==> src/core/fws_params.svh <==
// Functional notes
// - Host starts with two back-to-back reads; unchanged toggle bit means done.
// - Still toggling with timing limit high: recheck; still toggling means failure, reset.
// - Host returning from other work restarts the toggle check from its double read.
// - After any timing-limit failure the host sends the reset command.
// - Host issuing sector erases under 50 us apart may ignore the erase timer flag.
// - Host checks erase timer flag before and after each extra sector erase command; this host only reports it from the last read as status bit 4.
// - Host presents a valid address when reading polling bit or toggle bit two.
`ifndef FWS_PARAMS_SVH
`define FWS_PARAMS_SVH
`define FWS_IDX_CMD 3'h0
`define FWS_IDX_ADDR 3'h1
`define FWS_IDX_WDATA 3'h2
`define FWS_IDX_STATUS 3'h3
`define FWS_IDX_RDATA 3'h4
`define FWS_CMD_READ 3'h1
`define FWS_CMD_WRITE 3'h2
`define FWS_CMD_POLL 3'h3
`define FWS_CMD_RESET 3'h4
`define FWS_CMD_SEL_BIT 3
`define FWS_BIT_POLL 7
`define FWS_BIT_TGL1 6
`define FWS_BIT_LIMIT 5
`define FWS_BIT_TIMER 3
`define FWS_BIT_TGL2 2
`define FWS_ST_BUSY 0
`define FWS_ST_RES_LO 1
`define FWS_ST_RES_HI 2
`define FWS_ST_READY 3
`define FWS_ST_TIMER 4
`define FWS_ST_LIMIT 5
`define FWS_RESET_DATA 16'h00f0
`define FWS_RESET_ADDR 20'h00000
`define FWS_CLK_NS 5
`define FWS_SETUP_NS 10
`define FWS_STROBE_NS 100
`define FWS_HOLD_NS 20
`define FWS_CYC(ns) (((ns) + `FWS_CLK_NS - 1) / `FWS_CLK_NS)
`endif

==> src/core/fws_pkg.sv <==
package fws_pkg;
  typedef enum logic [1:0] {FWS_PH_IDLE, FWS_PH_SETUP, FWS_PH_STROBE, FWS_PH_HOLD} fws_phase_type;
  typedef enum logic [2:0] {FWS_ST_IDLE, FWS_ST_SINGLE, FWS_ST_POLL_A, FWS_ST_POLL_B,
    FWS_ST_RECHK_A, FWS_ST_RECHK_B, FWS_ST_RESET} fws_state_type;
  typedef enum logic [1:0] {FWS_RES_NONE, FWS_RES_OK, FWS_RES_FAIL} fws_result_type;
endpackage

==> src/core/fws_bus_cycle.sv <==
`timescale 1ns/1ps
`default_nettype none
`include "fws_params.svh"
module fws_bus_cycle (
  input wire logic hclk,
  input wire logic hresetn,
  input wire logic req,
  input wire logic we,
  input wire logic [19:0] addr,
  input wire logic [15:0] wdata,
  input wire logic [15:0] flash_dq_in,
  output logic done,
  output logic [15:0] rdata,
  output logic [19:0] flash_addr,
  output logic [15:0] flash_dq_out,
  output logic flash_dq_oe,
  output logic chip_select_n,
  output logic output_strobe_n,
  output logic write_strobe_n
);
  localparam logic [7:0] SETUP_CYC = 8'(`FWS_CYC(`FWS_SETUP_NS));
  localparam logic [7:0] STROBE_CYC = 8'(`FWS_CYC(`FWS_STROBE_NS));
  localparam logic [7:0] HOLD_CYC = 8'(`FWS_CYC(`FWS_HOLD_NS));

  fws_pkg::fws_phase_type phase_reg, phase_next;
  logic [7:0] cnt_reg, cnt_next;
  logic we_reg, we_next;
  logic done_reg, cs_n_reg, oe_n_reg, we_n_reg, dq_oe_reg;
  logic [19:0] addr_reg;
  logic [15:0] wdata_reg, rdata_reg, dq_meta_reg, dq_sync_reg;

  always_comb begin
    phase_next = phase_reg;
    cnt_next = cnt_reg;
    we_next = we_reg;
    if (phase_reg != fws_pkg::FWS_PH_IDLE && cnt_reg != 8'h00) begin
      cnt_next = cnt_reg - 8'h01;
    end else begin
      unique case (phase_reg)
        fws_pkg::FWS_PH_IDLE: begin
          if (req) begin
            phase_next = fws_pkg::FWS_PH_SETUP;
            cnt_next = SETUP_CYC - 8'h01;
            we_next = we;
          end
        end
        fws_pkg::FWS_PH_SETUP: begin
          phase_next = fws_pkg::FWS_PH_STROBE;
          cnt_next = STROBE_CYC - 8'h01;
        end
        fws_pkg::FWS_PH_STROBE: begin
          phase_next = fws_pkg::FWS_PH_HOLD;
          cnt_next = HOLD_CYC - 8'h01;
        end
        fws_pkg::FWS_PH_HOLD: begin
          phase_next = fws_pkg::FWS_PH_IDLE;
        end
      endcase
    end
  end

  always_ff @(posedge hclk or negedge hresetn) begin
    if (!hresetn) begin
      phase_reg <= fws_pkg::FWS_PH_IDLE;
      cnt_reg <= 8'h00;
      we_reg <= 1'b0;
    end else begin
      phase_reg <= phase_next;
      cnt_reg <= cnt_next;
      we_reg <= we_next;
    end
  end

  always_ff @(posedge hclk or negedge hresetn) begin
    if (!hresetn) begin
      addr_reg <= 20'h00000;
      wdata_reg <= 16'h0000;
    end else if (phase_reg == fws_pkg::FWS_PH_IDLE && req) begin
      addr_reg <= addr;
      wdata_reg <= wdata;
    end
  end

  // pins follow the next phase so they change together with it
  always_ff @(posedge hclk or negedge hresetn) begin
    if (!hresetn) begin
      cs_n_reg <= 1'b1;
      oe_n_reg <= 1'b1;
      we_n_reg <= 1'b1;
      dq_oe_reg <= 1'b0;
    end else begin
      cs_n_reg <= phase_next == fws_pkg::FWS_PH_IDLE;
      oe_n_reg <= we_next || phase_next == fws_pkg::FWS_PH_IDLE
                  || phase_next == fws_pkg::FWS_PH_HOLD;
      we_n_reg <= !(we_next && phase_next == fws_pkg::FWS_PH_STROBE);
      dq_oe_reg <= we_next && phase_next != fws_pkg::FWS_PH_IDLE;
    end
  end

  // strobe is far longer than the two sync stages, so data has settled
  always_ff @(posedge hclk or negedge hresetn) begin
    if (!hresetn) begin
      dq_meta_reg <= 16'h0000;
      dq_sync_reg <= 16'h0000;
      rdata_reg <= 16'h0000;
      done_reg <= 1'b0;
    end else begin
      dq_meta_reg <= flash_dq_in;
      dq_sync_reg <= dq_meta_reg;
      if (phase_reg == fws_pkg::FWS_PH_STROBE && cnt_reg == 8'h00 && !we_reg) begin
        rdata_reg <= dq_sync_reg;
      end
      done_reg <= phase_reg == fws_pkg::FWS_PH_HOLD && cnt_reg == 8'h00;
    end
  end

  assign done = done_reg;
  assign rdata = rdata_reg;
  assign flash_addr = addr_reg;
  assign flash_dq_out = wdata_reg;
  assign flash_dq_oe = dq_oe_reg;
  assign chip_select_n = cs_n_reg;
  assign output_strobe_n = oe_n_reg;
  assign write_strobe_n = we_n_reg;
endmodule
`default_nettype wire

==> src/core/fws_host.sv <==
`timescale 1ns/1ps
`default_nettype none
`include "fws_params.svh"
module fws_host (
  input wire logic hclk,
  input wire logic hresetn,
  input wire logic hsel,
  input wire logic [31:0] haddr,
  input wire logic [1:0] htrans,
  input wire logic hwrite,
  input wire logic [2:0] hsize,
  input wire logic [31:0] hwdata,
  input wire logic hready,
  output logic hreadyout,
  output logic [31:0] hrdata,
  output logic hresp,
  output logic [19:0] flash_addr,
  output logic [15:0] flash_dq_out,
  output logic flash_dq_oe,
  input wire logic [15:0] flash_dq_in,
  output logic chip_select_n,
  output logic output_strobe_n,
  output logic write_strobe_n,
  input wire logic ready_busy_n
);
  fws_pkg::fws_state_type st_reg;
  fws_pkg::fws_result_type res_reg;
  logic wr_pend_reg;
  logic [2:0] wr_idx_reg;
  logic [31:0] hrdata_reg;
  logic [19:0] addr_reg;
  logic [15:0] wdata_reg, last_reg;
  logic [2:0] cmd_reg;
  logic sel_two_reg, go_reg, first_reg;
  logic eng_req_reg, eng_we_reg;
  logic [19:0] eng_addr_reg;
  logic [15:0] eng_wdata_reg;
  logic eng_done;
  logic [15:0] eng_rdata;
  logic rb_meta_reg, rb_sync_reg;
  logic tgl_now, busy;

  function automatic logic [31:0] read_mux(input logic [2:0] idx);
    unique case (idx)
      `FWS_IDX_ADDR: read_mux = {12'h000, addr_reg};
      `FWS_IDX_WDATA: read_mux = {16'h0000, wdata_reg};
      `FWS_IDX_STATUS: begin
        read_mux = 32'h00000000;
        read_mux[`FWS_ST_BUSY] = busy;
        read_mux[`FWS_ST_RES_HI:`FWS_ST_RES_LO] = res_reg;
        read_mux[`FWS_ST_READY] = rb_sync_reg;
        read_mux[`FWS_ST_TIMER] = last_reg[`FWS_BIT_TIMER];
        read_mux[`FWS_ST_LIMIT] = last_reg[`FWS_BIT_LIMIT];
      end
      `FWS_IDX_RDATA: read_mux = {16'h0000, last_reg};
      default: read_mux = 32'h00000000;
    endcase
  endfunction

  assign busy = st_reg != fws_pkg::FWS_ST_IDLE || go_reg;
  // toggle bit under test; bit two only tells selected sectors apart
  assign tgl_now = sel_two_reg ? eng_rdata[`FWS_BIT_TGL2] : eng_rdata[`FWS_BIT_TGL1];

  // ahb slave: zero wait states, read data prepared at the address phase
  always_ff @(posedge hclk or negedge hresetn) begin
    if (!hresetn) begin
      wr_pend_reg <= 1'b0;
      wr_idx_reg <= 3'h0;
      hrdata_reg <= 32'h00000000;
    end else begin
      wr_pend_reg <= hsel && htrans[1] && hready && hwrite;
      if (hsel && htrans[1] && hready) begin
        wr_idx_reg <= haddr[4:2];
        hrdata_reg <= haddr[31:5] == 27'h0000000 ? read_mux(haddr[4:2]) : 32'h00000000;
      end
    end
  end

  // register writes; all writes arriving while busy are dropped, addr and wdata as well as commands
  always_ff @(posedge hclk or negedge hresetn) begin
    if (!hresetn) begin
      addr_reg <= 20'h00000;
      wdata_reg <= 16'h0000;
      cmd_reg <= 3'h0;
      sel_two_reg <= 1'b0;
      go_reg <= 1'b0;
    end else begin
      go_reg <= 1'b0;
      if (wr_pend_reg && !busy) begin
        unique case (wr_idx_reg)
          `FWS_IDX_CMD: begin
            cmd_reg <= hwdata[2:0];
            sel_two_reg <= hwdata[`FWS_CMD_SEL_BIT];
            go_reg <= hwdata[2:0] != 3'h0;
          end
          `FWS_IDX_ADDR: addr_reg <= hwdata[19:0];
          `FWS_IDX_WDATA: wdata_reg <= hwdata[15:0];
          default: ;
        endcase
      end
    end
  end

  always_ff @(posedge hclk or negedge hresetn) begin
    if (!hresetn) begin
      rb_meta_reg <= 1'b1;
      rb_sync_reg <= 1'b1;
    end else begin
      rb_meta_reg <= ready_busy_n;
      rb_sync_reg <= rb_meta_reg;
    end
  end

  // sequencer: single cycles, toggle polling and the failure reset
  always_ff @(posedge hclk or negedge hresetn) begin
    if (!hresetn) begin
      st_reg <= fws_pkg::FWS_ST_IDLE;
      res_reg <= fws_pkg::FWS_RES_NONE;
      first_reg <= 1'b0;
      last_reg <= 16'h0000;
      eng_req_reg <= 1'b0;
      eng_we_reg <= 1'b0;
      eng_addr_reg <= 20'h00000;
      eng_wdata_reg <= 16'h0000;
    end else begin
      eng_req_reg <= 1'b0;
      if (eng_done && !eng_we_reg) begin
        last_reg <= eng_rdata;
      end
      unique case (st_reg)
        fws_pkg::FWS_ST_IDLE: begin
          if (go_reg) begin
            res_reg <= fws_pkg::FWS_RES_NONE;
            eng_req_reg <= 1'b1;
            eng_addr_reg <= addr_reg;
            eng_wdata_reg <= wdata_reg;
            eng_we_reg <= cmd_reg == `FWS_CMD_WRITE;
            if (cmd_reg == `FWS_CMD_POLL) begin
              st_reg <= fws_pkg::FWS_ST_POLL_A;
            end else if (cmd_reg == `FWS_CMD_RESET) begin
              eng_we_reg <= 1'b1;
              eng_addr_reg <= `FWS_RESET_ADDR;
              eng_wdata_reg <= `FWS_RESET_DATA;
              st_reg <= fws_pkg::FWS_ST_SINGLE;
            end else begin
              st_reg <= fws_pkg::FWS_ST_SINGLE;
            end
          end
        end
        fws_pkg::FWS_ST_SINGLE: begin
          if (eng_done) begin
            res_reg <= fws_pkg::FWS_RES_OK;
            st_reg <= fws_pkg::FWS_ST_IDLE;
          end
        end
        fws_pkg::FWS_ST_POLL_A, fws_pkg::FWS_ST_RECHK_A: begin
          if (eng_done) begin
            first_reg <= tgl_now;
            eng_req_reg <= 1'b1;
            st_reg <= st_reg == fws_pkg::FWS_ST_POLL_A ? fws_pkg::FWS_ST_POLL_B
                                                       : fws_pkg::FWS_ST_RECHK_B;
          end
        end
        fws_pkg::FWS_ST_POLL_B: begin
          if (eng_done) begin
            eng_req_reg <= tgl_now != first_reg;
            if (tgl_now == first_reg) begin
              res_reg <= fws_pkg::FWS_RES_OK;
              st_reg <= fws_pkg::FWS_ST_IDLE;
            end else if (eng_rdata[`FWS_BIT_LIMIT]) begin
              st_reg <= fws_pkg::FWS_ST_RECHK_A;
            end else begin
              // each round starts over with a fresh pair of reads
              st_reg <= fws_pkg::FWS_ST_POLL_A;
            end
          end
        end
        fws_pkg::FWS_ST_RECHK_B: begin
          if (eng_done) begin
            if (tgl_now == first_reg) begin
              res_reg <= fws_pkg::FWS_RES_OK;
              st_reg <= fws_pkg::FWS_ST_IDLE;
            end else begin
              eng_req_reg <= 1'b1;
              eng_we_reg <= 1'b1;
              eng_addr_reg <= `FWS_RESET_ADDR;
              eng_wdata_reg <= `FWS_RESET_DATA;
              st_reg <= fws_pkg::FWS_ST_RESET;
            end
          end
        end
        fws_pkg::FWS_ST_RESET: begin
          if (eng_done) begin
            res_reg <= fws_pkg::FWS_RES_FAIL;
            st_reg <= fws_pkg::FWS_ST_IDLE;
          end
        end
        default: st_reg <= fws_pkg::FWS_ST_IDLE;
      endcase
    end
  end

  fws_bus_cycle u_cycle (
    .hclk(hclk),
    .hresetn(hresetn),
    .req(eng_req_reg),
    .we(eng_we_reg),
    .addr(eng_addr_reg),
    .wdata(eng_wdata_reg),
    .flash_dq_in(flash_dq_in),
    .done(eng_done),
    .rdata(eng_rdata),
    .flash_addr(flash_addr),
    .flash_dq_out(flash_dq_out),
    .flash_dq_oe(flash_dq_oe),
    .chip_select_n(chip_select_n),
    .output_strobe_n(output_strobe_n),
    .write_strobe_n(write_strobe_n)
  );

  assign hreadyout = 1'b1;
  assign hresp = 1'b0;
  assign hrdata = hrdata_reg;
endmodule
`default_nettype wire

==> config.mk <==
export PLATFORM = sky130hd
export DESIGN_NAME = fws_host
export DESIGN_NICKNAME = d
export VERILOG_FILES = /design/src/core/fws_pkg.sv /design/src/core/fws_bus_cycle.sv /design/src/core/fws_host.sv
export VERILOG_INCLUDE_DIRS = /design/src /design/src/core
export SDC_FILE = /design/constraint.sdc
export NUM_CORES = 1
export LEC_CHECK = 0
export ABC_CLOCK_PERIOD_IN_PS = 3400
export BUFFER_PORTS_ARGS = -buffer_cell sky130_fd_sc_hd__buf_2
export CAP_MARGIN = 10
export CORE_MARGIN = 2
export CORE_UTILIZATION = 50
export DETAILED_ROUTE_END_ITERATION = 7
export HOLD_SLACK_MARGIN = 0.15
export PLACE_DENSITY = 0.73
export SYNTH_ARGS = -nofsm -noshare
export SYNTH_HDL_FRONTEND = slang
export SYNTH_SLANG_ARGS = --single-unit
export TNS_END_PERCENT = 100
==> constraint.sdc <==
create_clock -name hclk -period 3.4 [get_ports hclk]
set_input_delay 0.51 -clock hclk [delete_from_list [all_inputs] [get_ports hclk]]
set_output_delay 0.51 -clock hclk [all_outputs]
set_load 0.005 [all_outputs]
==> flow_summary_export.csv <==
group,metric,value,unit
status,status,"complete, no violations",
clock_network,tritoncts,"done",
layout,multi_input_area,3200,um^2
global_routing,antenna_found_initial,2,
floorplan,rows,49,
worst_setup_path,reg2regPathDepth,5,
clock_network,cts_root_buf,"clkbuf_16",
synthesis,ys_types,63,
floorplan,die_area,19400,um^2
layout,nets,918,
detailed_routing,route.met2.wl,9.12,mm
clock_network,post-cts-setup-buffers,0,
worst_setup_path,crit_path_start_kind,"flop",
timing,drv_slew,0,
power,peakVddDrop,0.396,mV
floorplan,die_w,139,um
synthesis,yosysTopAreaCell,"dfrtp_1",
power,power_density,734,nW/um^2
synthesis,yosysWarnings,0,
timing,rsz0062_at_grt,"false",
synthesis,ys_top_cells_by_area,"dfrtp_1, mux2_2, mux2_1",
detailed_routing,wl_per_cell,17.9,um
placed_design,dp.cells,1007,
layout,area_growth,18.9,%
synthesis,ys_seq_area_share,62.0,%
worst_setup_path,worstPathRequired,3.79,ns
layout,n_fill_cell,1385,
worst_setup_path,path_max_fanout,20,
synthesis,synth-edff-count,0,
synthesis,synthFlopType,"dfrtp_1",
synthesis,synthArstFlopShare,100,%
layout,final_common_cell,"dfrtp_1",
global_routing,grt_pass1_wl,31.7,mm
synthesis,ys_seq_elements,227,
worst_setup_path,ff2ff_setup_slack,0.87,ns
min_path,min_path_type,"primary input to flop",
layout,drive_gt1_share,33.9,%
worst_setup_path,path_class,"flop to flop",
detailed_routing,via_per_inst,5.47,
placed_design,gp_congestion,0.811,
detailed_routing,wl_met3,1.23,mm
min_path,min_path_cells,2,
detailed_routing,dr.max_layer_used,"met4",
clock_network,clk_latency,0.51,ns
detailed_routing,drt_iter0_drc,409,
worst_setup_path,critPathArrivalTime,2.91,ns
global_routing,grt_start_max_net_pins,113,
detailed_routing,drtPass1Iterations,4,
floorplan,die_h,139,um
global_routing,grt_pass1_vias,6055,
timing,period_share,74.3,%
floorplan,coreArea,18000,um^2
synthesis,synth_top_area_share,60.6,%
clock_network,numCtsBuffers,23,
layout,ff_latch_area,5690,um^2
clock_network,clkTransAtPathRegs,0.06,ns
timing,fin_skew,0.0175,ns
layout,final_cells,1069,
global_routing,grt_remaining_overflow,0,
timing,setup_viol,0,
synthesis,syn_area_per_cell,13.7,um^2
clock_network,cts_buffer_depth,3,
detailed_routing,m1WireLength,8.31,mm
timing,min_period,2.53,ns
timing,worst_slew_pin_slew,0.952,ns
timing,clock.fmax,0.396,GHz
placed_design,port_buffers,132,
timing,finalHoldViolCount,0,
floorplan,start_util,51.0,%
detailed_routing,vias,5846,
synthesis,netlist_instances,670,
clock_network,htreeDepth,1,
layout,final_cell_mix,"dfrtp_1, buf_2, mux2_2, a22o_1, nor2_1",
floorplan,ioPinCount,165,
clock_network,clock-sinks,227,
layout,fin_util,60.7,%
detailed_routing,drcViolationCount,0,
timing,relSlewSlack,36.5,%
detailed_routing,wirelength,19.1,mm
synthesis,netlist_area,9170,um^2
detailed_routing,ant_nets,0,
timing,tns,0,ns
worst_setup_path,cp-end-kind,"flop",
placed_design,dp_hpwl,13.7,mm
flow_run,cap_violations,0,
power,power.leakage,0.00537,uW
global_routing,grt_use_total,20.1,%
## synth_stat cells (3+ instances only)
cell type,n
o22ai_1,3
buf_4,15
buf_6,7
a32o_1,7
dfstp_2,5
a22oi_1,13
o31ai_1,3
nand2_1,29
o21ai_0,22
nor4_1,7
nor2_1,33
buf_2,11
a22o_1,35
inv_1,11
a21oi_1,25
mux2_4,12
dfrtp_1,222
nand3_1,6
mux2_1,30
mux2_2,76
clkbuf_1,11
nor2b_1,7
ha_1,6
nand2b_1,9
nor3_1,3
a211oi_1,5
o21ai_1,10
mux2i_1,6
## kinds of logic (layout without fill, tap and decap cells)
| logic type | after synthesis | count (layout) | share of synthesized area (%) |
|---|---|---|---|
| buffers and inverters | 55 | 211 | 3.59 |
| adders and majority gates | 6 | 6 | 0.819 |
| other | 2 | 16 | 0.0819 |
| DFF | 227 | 227 | 62.0 |
| AOI/OAI and AO/OA | 135 | 135 | 10.2 |
| muxes | 124 | 124 | 15.6 |
| and+or+nand+nor | 118 | 118 | 7.27 |
| xor gates and xnor gates | 3 | 3 | 0.369 |
## repair_timing
action | in CTS | in global routing
resized for setup | 0 | 0
hold endpoints to repair | 126 | 0
hold buffers | 18 | 0
setup endpoints to repair | 0 | 0
## metrics by stage
stage	hold slack [ns]	cell area, um^2	worst slack, ns	power [uW]
2_1_floorplan	0.214	9210	1.46	4960
3_3_place_gp	0.333	9960	0.937	5370
3_5_place_dp	0.336	9960	0.886	5520
4_1_cts	0.213	10900	0.863	8060
5_1_grt	0.211	10900	0.675	8460
6_report	0.229	10900	0.875	8000
## where the power goes
group / total, uW / internal, uW / switching [uW] / leakage (uW)
Clock: 2500 / 1510 / 984 / 0.000376
Sequential: 3920 / 3370 / 548 / 0.00291
Combinational: 1590 / 839 / 751 / 0.00208
## routing by layer
metal | GRT usage, % | vias to the layer above
met4 | 5.69 | 0
met1 | 27.1 | 2921
met5 | 0 | -
li1 | - | 2694
met3 | 4.13 | 34
met2 | 33.2 | 197
## worst paths after layout
| kind | endpoint | startpoint |
|---|---|---|
| setup / recovery | addr_reg[8] | st_reg[0] |
| hold / removal | addr_reg[13] | hwdata[13] |
| setup reg to reg | addr_reg[8] | st_reg[0] |
| hold reg to reg | u_cycle.dq_sync_reg[15] | u_cycle.dq_meta_reg[15] |
| max in group asynchronous | eng_wdata_reg[3] | hresetn |
| min in group asynchronous | u_cycle.dq_meta_reg[5] | hresetn |
## area by class of cell
class	instances	share of cell area [%]
inverter	11	0.379
tap	229	2.63
clock inverter	7	0.815
antenna	2	0.0459
timing repair buffer	158	8.47
sequential	227	52.2
clock buffer	35	6.15
multi-input combinational	400	29.3
## critical path, stage by stage, from the launching register on
cell	delay, ns
dfrtp_1	0.55
nor4_2	0.43
nand3b_1	0.20
nor2_1	0.12
nand2_1	0.55
mux2_1	0.55
Power figures use the tool's default switching activity.
